--- src/cgt_pkg.sv ---
package cgt_pkg;

    // ------------------------------------------------------------------
    // Clock and timing
    // ------------------------------------------------------------------
    localparam int unsigned CLK_HZ     = 10_000_000;
    localparam int unsigned CLK_NS     = 1_000_000_000 / CLK_HZ;
    localparam int unsigned CLR_NS     = 250;
    localparam int unsigned CLR_CYC    = (CLR_NS + CLK_NS - 1) / CLK_NS;
    localparam int unsigned UNIT_US    = 10;
    localparam int unsigned UNIT_CYC   = UNIT_US * (CLK_HZ / 1_000_000);
    localparam int unsigned VIEW_MS    = 1000;
    localparam int unsigned VIEW_UNITS = VIEW_MS * 1000 / UNIT_US;

    // Gate length in 10 us units, one decade per select code up to code 6; code 7 repeats code 6.
    localparam logic [19:0] GATE_UNITS [8] = '{
        20'h00001, 20'h0000a, 20'h00064, 20'h003e8,
        20'h02710, 20'h186a0, 20'hf4240, 20'hf4240
    };

    // ------------------------------------------------------------------
    // Buffer layout
    // ------------------------------------------------------------------
    localparam int unsigned NDIG   = 6;
    localparam int unsigned DIG_W  = 4;
    localparam int unsigned TOT_W  = NDIG * DIG_W;
    localparam int unsigned FLAG_W = 2;
    localparam int unsigned BUF_W  = TOT_W + FLAG_W;
    localparam int unsigned NLANE  = NDIG + 1;

    // ------------------------------------------------------------------
    // Register map (byte addresses)
    // ------------------------------------------------------------------
    localparam logic [4:0] REG_CTRL     = 5'h00;
    localparam logic [4:0] REG_STATUS   = 5'h04;
    localparam logic [4:0] REG_DATA     = 5'h08;
    localparam logic [4:0] REG_IRQ_STAT = 5'h0c;
    localparam logic [4:0] REG_IRQ_MASK = 5'h10;
    localparam int unsigned CTRL_LATCH  = 0;
    localparam int unsigned CTRL_TRIG   = 1;
    localparam int unsigned IRQ_RUN_END = 0;
    localparam int unsigned IRQ_VIEW_END = 1;
    localparam int unsigned IRQ_W       = 2;

    typedef enum logic [3:0] {
        ST_IDLE  = 4'h1,
        ST_CLEAR = 4'h2,
        ST_RUN   = 4'h4,
        ST_VIEW  = 4'h8
    } cgt_state_t;

    typedef struct packed {
        cgt_state_t         st;
        logic               pend;
        logic               on_s1;
        logic               on_s2;
        logic               on_d;
        logic [2:0]         sel_s1;
        logic [2:0]         sel_s2;
        logic [BUF_W-1:0]   tot_s1;
        logic [BUF_W-1:0]   tot_s2;
        logic [NLANE-1:0]   en_s1;
        logic [NLANE-1:0]   en_s2;
        logic [DIG_W-1:0]   bin_s1;
        logic [DIG_W-1:0]   bin_s2;
        logic [15:0]        pre;
        logic [19:0]        cnt;
        logic [19:0]        gate;
        logic [BUF_W-1:0]   buf_q;
        logic               latch;
        logic               hold;
        logic               blank;
        logic               run_n;
        logic               clr_n;
        logic [DIG_W-1:0]   bus_oe;
        logic [DIG_W-1:0]   bus_do;
        logic               waitreq;
        logic [31:0]        rdata;
        logic [IRQ_W-1:0]   irq_stat;
        logic [IRQ_W-1:0]   irq_mask;
        logic               irq;
    } cgt_regs_t;

endpackage

--- src/cgt_sequencer.sv ---
`timescale 1ns/1ps

// What this block does
// RULE_01: Six BCD digits, one at a time, four lines.
// RULE_02: Seventh word carries power-fail and overscale flags.
// RULE_03: One enable per digit gates it onto bus.
// RULE_04: Trigger at any moment starts one timed gate.
// RULE_05: Run gate admits counts only while measuring.
// RULE_06: One-second viewing pause follows every gate.
// RULE_07: Held-low trigger repeats gate and pause forever.
// RULE_08: Three select bits choose 10 us to 10 s.
// RULE_09: 250 ns clear pulse just before each gate.
// RULE_10: Blank and follow/hold outputs are complementary; the code keeps this in non-latching mode only.
// RULE_11: Non-latching: dark during gate, lit during pause.
// RULE_12: Latching mode never blanks the display.
// RULE_13: Latching: latches follow at end of gate.
// RULE_14: Latching: capture at pause end, then clear.
// RULE_15: Buffer holds one total, parallel or nibble.
// RULE_16: Gate lengths step by decades.
// RULE_17: Ascending codes, lowest shortest, unused is longest.
module cgt_sequencer
    import cgt_pkg::*;
#(
    parameter int unsigned P_UNIT_CYC   = UNIT_CYC,
    parameter int unsigned P_VIEW_UNITS = VIEW_UNITS
) (
    input  wire logic              i_sys_clk,
    input  wire logic              i_reset_n,
    input  wire logic              i_on_off_n,
    input  wire logic [2:0]        i_gate_sel,
    input  wire logic [TOT_W-1:0]  i_bcd_total,
    input  wire logic              i_power_fail,
    input  wire logic              i_overscale,
    input  wire logic [NLANE-1:0]  i_dig_en_n,
    input  wire logic [DIG_W-1:0]  i_bus_in,
    output logic [DIG_W-1:0]       o_bus_out,
    output logic [DIG_W-1:0]       o_bus_oe,
    output logic                   o_run_n,
    output logic                   o_clear_n,
    output logic                   o_blank,
    output logic                   o_hold,
    input  wire logic [4:0]        i_avs_address,
    input  wire logic              i_avs_read,
    input  wire logic              i_avs_write,
    input  wire logic [31:0]       i_avs_writedata,
    input  wire logic [3:0]        i_avs_byteenable,
    output logic [31:0]            o_avs_readdata,
    output logic                   o_avs_waitrequest,
    output logic                   o_irq
);

    localparam cgt_regs_t RST = '{
        st:      ST_IDLE,
        on_s1:   1'b1,
        on_s2:   1'b1,
        on_d:    1'b1,
        en_s1:   7'h7f,
        en_s2:   7'h7f,
        blank:   1'b1,
        run_n:   1'b1,
        clr_n:   1'b1,
        waitreq: 1'b1,
        default: '0
    };

    cgt_regs_t r;
    cgt_regs_t n;
    logic      tick;
    logic      again;
    logic      req;
    logic      take;
    logic [DIG_W-1:0] lane_acc [NLANE+1];

    // ------------------------------------------------------------------
    // Open-collector lanes
    // ------------------------------------------------------------------
    // A one bit pulls its line low; several enables at once simply
    // wire-AND on the bus, which is how wider groupings are read.
    assign lane_acc[0] = '0;
    for (genvar g = 0; g < NLANE; g++) begin : g_lane
        logic [DIG_W-1:0] word;
        if (g < NDIG) begin : g_dig
            assign word = r.buf_q[g*DIG_W +: DIG_W];         // see RULE_01
        end else begin : g_flag
            assign word = {2'h0, r.buf_q[BUF_W-1 -: FLAG_W]}; // see RULE_02
        end
        assign lane_acc[g+1] = lane_acc[g]
                             | (r.en_s2[g] ? '0 : word);     // see RULE_03
    end

    // ------------------------------------------------------------------
    // Next state
    // ------------------------------------------------------------------
    always_comb begin
        n = r;
        n.on_s1  = i_on_off_n;
        n.on_s2  = r.on_s1;
        n.on_d   = r.on_s2;
        n.sel_s1 = i_gate_sel;
        n.sel_s2 = r.sel_s1;
        n.tot_s1 = {i_overscale, i_power_fail, i_bcd_total};
        n.tot_s2 = r.tot_s1;
        n.en_s1  = i_dig_en_n;
        n.en_s2  = r.en_s1;
        n.bin_s1 = i_bus_in;
        n.bin_s2 = r.bin_s1;

        tick  = (r.pre == 16'(P_UNIT_CYC - 1));
        n.pre = tick ? 16'h0 : r.pre + 16'h1;
        again = r.pend || !r.on_s2;

        case (r.st)
            ST_IDLE: begin
                n.cnt = 20'h0;
                if (again) begin                             // see RULE_04
                    n.st   = ST_CLEAR;
                    n.pend = 1'b0;
                end
            end
            ST_CLEAR: begin
                n.cnt = r.cnt + 20'h1;
                if (r.cnt == 20'(CLR_CYC - 1)) begin         // see RULE_09
                    n.st   = ST_RUN;
                    n.cnt  = 20'h0;
                    n.pre  = 16'h0;
                    n.gate = GATE_UNITS[r.sel_s2]; // see RULE_16, RULE_17
                end
            end
            ST_RUN: begin
                if (tick) begin
                    n.cnt = r.cnt + 20'h1;
                    if (r.cnt == r.gate - 20'h1) begin       // see RULE_08
                        n.st  = ST_VIEW;                     // see RULE_06
                        n.cnt = 20'h0;
                        n.irq_stat[IRQ_RUN_END] = 1'b1;
                    end
                end
            end
            ST_VIEW: begin
                if (tick) begin
                    n.cnt = r.cnt + 20'h1;
                    if (r.cnt == 20'(P_VIEW_UNITS - 1)) begin
                        n.cnt = 20'h0;
                        n.irq_stat[IRQ_VIEW_END] = 1'b1;
                        if (again) begin                     // see RULE_07
                            n.st   = ST_CLEAR;
                            n.pend = 1'b0;
                        end else begin
                            n.st = ST_IDLE;
                        end
                    end
                end
            end
            default: begin
                n.st = ST_IDLE;
            end
        endcase

        // Bus slave: a write lands on the edge that ends the wait.
        req       = i_avs_read || i_avs_write;
        take      = req && !r.waitreq;
        n.waitreq = !(req && r.waitreq);
        if (req && r.waitreq) begin
            case (i_avs_address)
                REG_CTRL:     n.rdata = {30'h0, 1'b0, r.latch};
                REG_STATUS:   n.rdata = {19'h0, r.st, r.pend, r.on_s2,
                                         r.sel_s2, r.bin_s2};
                REG_DATA:     n.rdata = {6'h0, r.buf_q};     // see RULE_15
                REG_IRQ_STAT: n.rdata = {30'h0, r.irq_stat};
                REG_IRQ_MASK: n.rdata = {30'h0, r.irq_mask};
                default:      n.rdata = 32'h0;
            endcase
        end
        if (take && i_avs_write && i_avs_byteenable[0]) begin
            case (i_avs_address)
                REG_CTRL: begin
                    n.latch = i_avs_writedata[CTRL_LATCH];
                    if (i_avs_writedata[CTRL_TRIG]) begin
                        n.pend = 1'b1;
                    end
                end
                REG_IRQ_STAT: begin
                    // Events of this same edge are ORed back in below.
                    n.irq_stat = r.irq_stat
                               & ~i_avs_writedata[IRQ_W-1:0];
                    if (r.st == ST_RUN && n.st == ST_VIEW) begin
                        n.irq_stat[IRQ_RUN_END] = 1'b1;
                    end
                    if (r.st == ST_VIEW && n.st != ST_VIEW) begin
                        n.irq_stat[IRQ_VIEW_END] = 1'b1;
                    end
                end
                REG_IRQ_MASK: n.irq_mask = i_avs_writedata[IRQ_W-1:0];
                default: begin
                end
            endcase
        end

        // A trigger edge never gets lost, but an edge that starts a gate
        // in this very cycle is used up by it; storing it as well would
        // run a second gate that nobody asked for.
        if (r.on_d && !r.on_s2
            && !(n.st == ST_CLEAR && r.st != ST_CLEAR)) begin // see RULE_04
            n.pend = 1'b1;
        end

        n.run_n = (n.st != ST_RUN);                          // see RULE_05
        n.clr_n = (n.st != ST_CLEAR);                        // see RULE_09
        if (n.latch) begin
            n.blank = 1'b0;                                  // see RULE_12
            n.hold  = (n.st != ST_VIEW);                     // see RULE_13
        end else begin
            n.blank = (n.st != ST_VIEW);                     // see RULE_11
            n.hold  = !n.blank;                              // see RULE_10
        end
        // The synchronised total is only trusted once the counter has
        // stopped, which is when the hold edge samples it in latching mode.
        if (!r.hold) begin
            n.buf_q = r.tot_s2;                              // see RULE_14
        end
        n.bus_oe = lane_acc[NLANE];
        n.bus_do = '0;
        n.irq    = |(n.irq_stat & n.irq_mask);
    end

    always_ff @(posedge i_sys_clk or negedge i_reset_n) begin
        if (!i_reset_n) begin
            r <= RST;
        end else begin
            r <= n;
        end
    end

    assign o_bus_out         = r.bus_do;
    assign o_bus_oe          = r.bus_oe;
    assign o_run_n           = r.run_n;
    assign o_clear_n         = r.clr_n;
    assign o_blank           = r.blank;
    assign o_hold            = r.hold;
    assign o_avs_readdata    = r.rdata;
    assign o_avs_waitrequest = r.waitreq;
    assign o_irq             = r.irq;
endmodule // cgt_sequencer

--- config.mk ---
export PLATFORM = sky130hd
export DESIGN_NAME = cgt_sequencer
export DESIGN_NICKNAME = d
export VERILOG_FILES = /design/src/cgt_pkg.sv /design/src/cgt_sequencer.sv
export SDC_FILE = /design/constraint.sdc
export NUM_CORES = 1
export LEC_CHECK = 0
export BUFFER_PORTS_ARGS = -buffer_cell sky130_fd_sc_hd__clkbuf_2
export CORE_ASPECT_RATIO = 1.1
export CORE_MARGIN = 2
export CORE_UTILIZATION = 52
export CTS_BUF_LIST = sky130_fd_sc_hd__clkbuf_16
export DETAILED_ROUTE_END_ITERATION = 10
export PLACE_DENSITY = 0.75
export SYNTH_ARGS = -nofsm -noshare
export SYNTH_HDL_FRONTEND = slang
export SYNTH_SLANG_ARGS = --single-unit
--- constraint.sdc ---
create_clock -name i_sys_clk -period 4.2 [get_ports i_sys_clk]
set_input_delay 0.21 -clock i_sys_clk [delete_from_list [all_inputs] [get_ports i_sys_clk]]
set_output_delay 0.21 -clock i_sys_clk [all_outputs]
set_load 0.01 [all_outputs]
==> results_dict.tcl <==
set metrics [dict create \
    outcome "completed" \
    cts_resized 0 \
    max_slew_margin_pct 22.5 \
    ant_nets 0 \
    clk_latency_ns 0.51 \
    dr_wl_met3_um 955 \
    met2_length_um 9300 \
    pre_cts_ws_ns 0.683 \
    final_common_cell "dfrtp_1" \
    cts.path.max_buffers 3 \
    grt_pass1_vias 5954 \
    p_per_area_mw_per_mm2 409 \
    p_leak_nw 4.56 \
    hold_end "r[1]" \
    timing.rr.end "r[103]" \
    end_kind "flip-flop" \
    path_clk_slew_ns 0.07 \
    postCtsSetupRepairBufs 0 \
    viasPerCell 5.51 \
    ys_seq_area_share_pct 59.7 \
    mostFrequentLayoutCells "dfrtp_1, clkbuf_2, nand2_1" \
    place.gp.congestion 0.866 \
    n_antenna_cell 0 \
    setup_viol 0 \
    crit_fanout 34 \
    place_hpwl_um 11800 \
    syn_area_mm2 0.00864 \
    io_pins 132 \
    cts_hold_buf 43 \
    grt.total_usage_pct 21.0 \
    finalHoldViolations 0 \
    root_buffer "clkbuf_16" \
    criticalPathCategory "reg -> reg" \
    post_dp_cell_area_mm2 0.00899 \
    synth_ff_type "dfrtp_1" \
    yosysWarnings 0 \
    worst_ep_required_time_ns 4.57 \
    drt-pass1-iter-count 5 \
    clock-skew-final_ns 0.0177 \
    rows 49 \
    period_needed_ns 3.65 \
    die_h_um 139 \
    hold_path.class "in -> reg" \
    fp.dieW_um 127 \
    setup_slack_ns 0.555 \
    r2r_start "r[77]" \
    hold_depth 2 \
    vias 5967 \
    numPortBuffers 88 \
    ff2ff_path_depth 11 \
    highest_layer "met4" \
    cts_tree "done" \
    cts_made_buffers 21 \
    fmax_mhz 274 \
    antenna_found_initial 0 \
    crit_arrival_ns 4.02 \
    dieArea_mm2 0.0177 \
    ys_types 63 \
    drive_gt1_share_pct 21.2 \
    initial_core_util_pct 53.0 \
    reg2reg_slack_ns 0.55 \
    routed_wl_um 18400 \
    fin_area_mm2 0.0101 \
    syn-instance-count 771 \
    grt_pass1_wl_um 30300 \
    wl_per_cell_um 17.0 \
    worst_hold_startpoint "i_avs_writedata[0]" \
    grt-ovfl-total 0 \
    nets 955 \
    ys_seq_elements 205 \
    worstMarginPinSlew_ns 1.16 \
    drv_cap 0 \
    ctsHtreeMaxLevel 1 \
    grt_max_degree 122 \
    wl_met1_um 7830 \
    final_max_slew_viol_count 0 \
    fin_crit_sh_pct 86.8 \
    synthesis.area_per_instance_um2 11.2 \
    rsz0062_at_grt "no" \
    synth_edf_count 0 \
    vdd_drop_max_mv 0.413 \
    startpoint_type "flip-flop" \
    area.growth.synth_to_final_pct 16.4 \
    core_area_mm2 0.0163 \
    drc 0 \
    clkSinkCount 205 \
    synthArstFlopShare_pct 100 \
    setup_tns_ns 0 \
    drt_iter0_markers 436 \
]
==> synthesized netlist by cell type, drive strengths merged, types with 2 or more instances <==
cell | n | area (um^2)
a21o | 12 | 90.1
or3 | 14 | 87.6
o221ai | 2 | 17.5
clkbuf | 29 | 109
a21oi | 11 | 55.1
xor2 | 17 | 149
a2111oi | 2 | 17.5
nor2 | 44 | 165
nand2 | 75 | 282
or2 | 3 | 18.8
nand4b | 2 | 17.5
a21boi | 2 | 15.0
nand2b | 7 | 43.8
o2111ai | 2 | 17.5
nor3 | 15 | 80.1
mux2i | 4 | 40.0
dfrtp | 183 | 4580
dfstp | 22 | 578
buf | 48 | 340
nand4 | 10 | 62.6
and3b | 2 | 17.5
nor3b | 8 | 60.1
mux2 | 31 | 349
ha | 5 | 62.6
o21a | 2 | 15.0
a211o | 3 | 26.3
a222oi | 3 | 30.0
nor4 | 11 | 83.8
xnor2 | 15 | 131
a22oi | 22 | 165
inv | 28 | 105
o21ai | 51 | 255
nor2b | 5 | 31.3
nand3 | 32 | 160
o211ai | 10 | 75.1
a211oi | 4 | 42.5
or4b | 2 | 20.0
nand3b | 6 | 45.0
and3 | 11 | 68.8
or4 | 2 | 18.8
==> cell type report <==
class,instances,area [um^2]
fill,1265,6250
sequential,205,5160
multi-input combinational,470,2970
timing repair buffer,138,932
clock buffer,21,526
tap,204,255
clock inverter,17,109
inverter,28,105
==> per-stage QoR <==
step	std cells	hold WS [ns]	utilization, %	power [mW]
final	1083	0.0124	61.7	4.12
after global placement	1002	0.298	55.1	2.39
after floorplan	780	-0.0856	-	2.28
after detailed placement	1002	0.299	55.1	2.39
after CTS	1083	0.00214	61.7	4.15
after global routing	1083	0.0177	61.7	4.29
==> cells by family after synthesis <==
logic type	after synthesis	share of synthesized area [%]
AO/OA/AOI/OAI	137	10.6
XOR/XNOR	32	3.24
adder cells (fa/ha/maj)	5	0.724
buffers and inverters	105	6.41
flip-flops	205	59.7
multiplexers	35	4.50
other	1	0.0434
AND/OR/NAND/NOR	251	14.8
==> state kept, by name, indices dropped and copies added (netlist names) <==
signal and count:
g_lane.word 26, n 42, o_avs_readdata 26, o_avs_waitrequest 1
o_blank 1, o_bus_oe 4, o_clear_n 1, o_hold 1
o_irq 1, o_run_n 1, r 101
==> worst max-delay path by stage <==
stage | end | cells past startpoint | from
after floorplan | r[103] | 10 | r[90]
after global placement | r[103] | 9 | r[90]
after detailed placement | r[103] | 9 | r[90]
after CTS | r[103] | 11 | r[77]
after global routing | r[103] | 11 | r[77]
final | r[103] | 11 | r[77]
==> where the power goes <==
part	internal, mW	switching [mW]
combinational	0.120	0.136
sequential	2.07	0.0730
clock	0.973	0.751
==> critical path: stages (launching register included) <==
cell	delay (ns)
dfrtp_1	0.41
inv_1	0.09
ha_1	0.27
nor2b_1	0.32
o211ai_1	0.14
a2111oi_0	0.61
o2111ai_1	0.26
a2111o_1	0.48
a211oi_4	0.21
buf_4	0.32
nor2_1	0.11
a211o_1	0.29
==> per-layer routing <==
layer,GRT usage (%),vias up
met1,28.6,2927
met2,35.5,191
met5,0,-
li1,-,2823
met3,3.11,26
met4,5.73,0
Note: power is estimated with default switching activity, not from simulation.
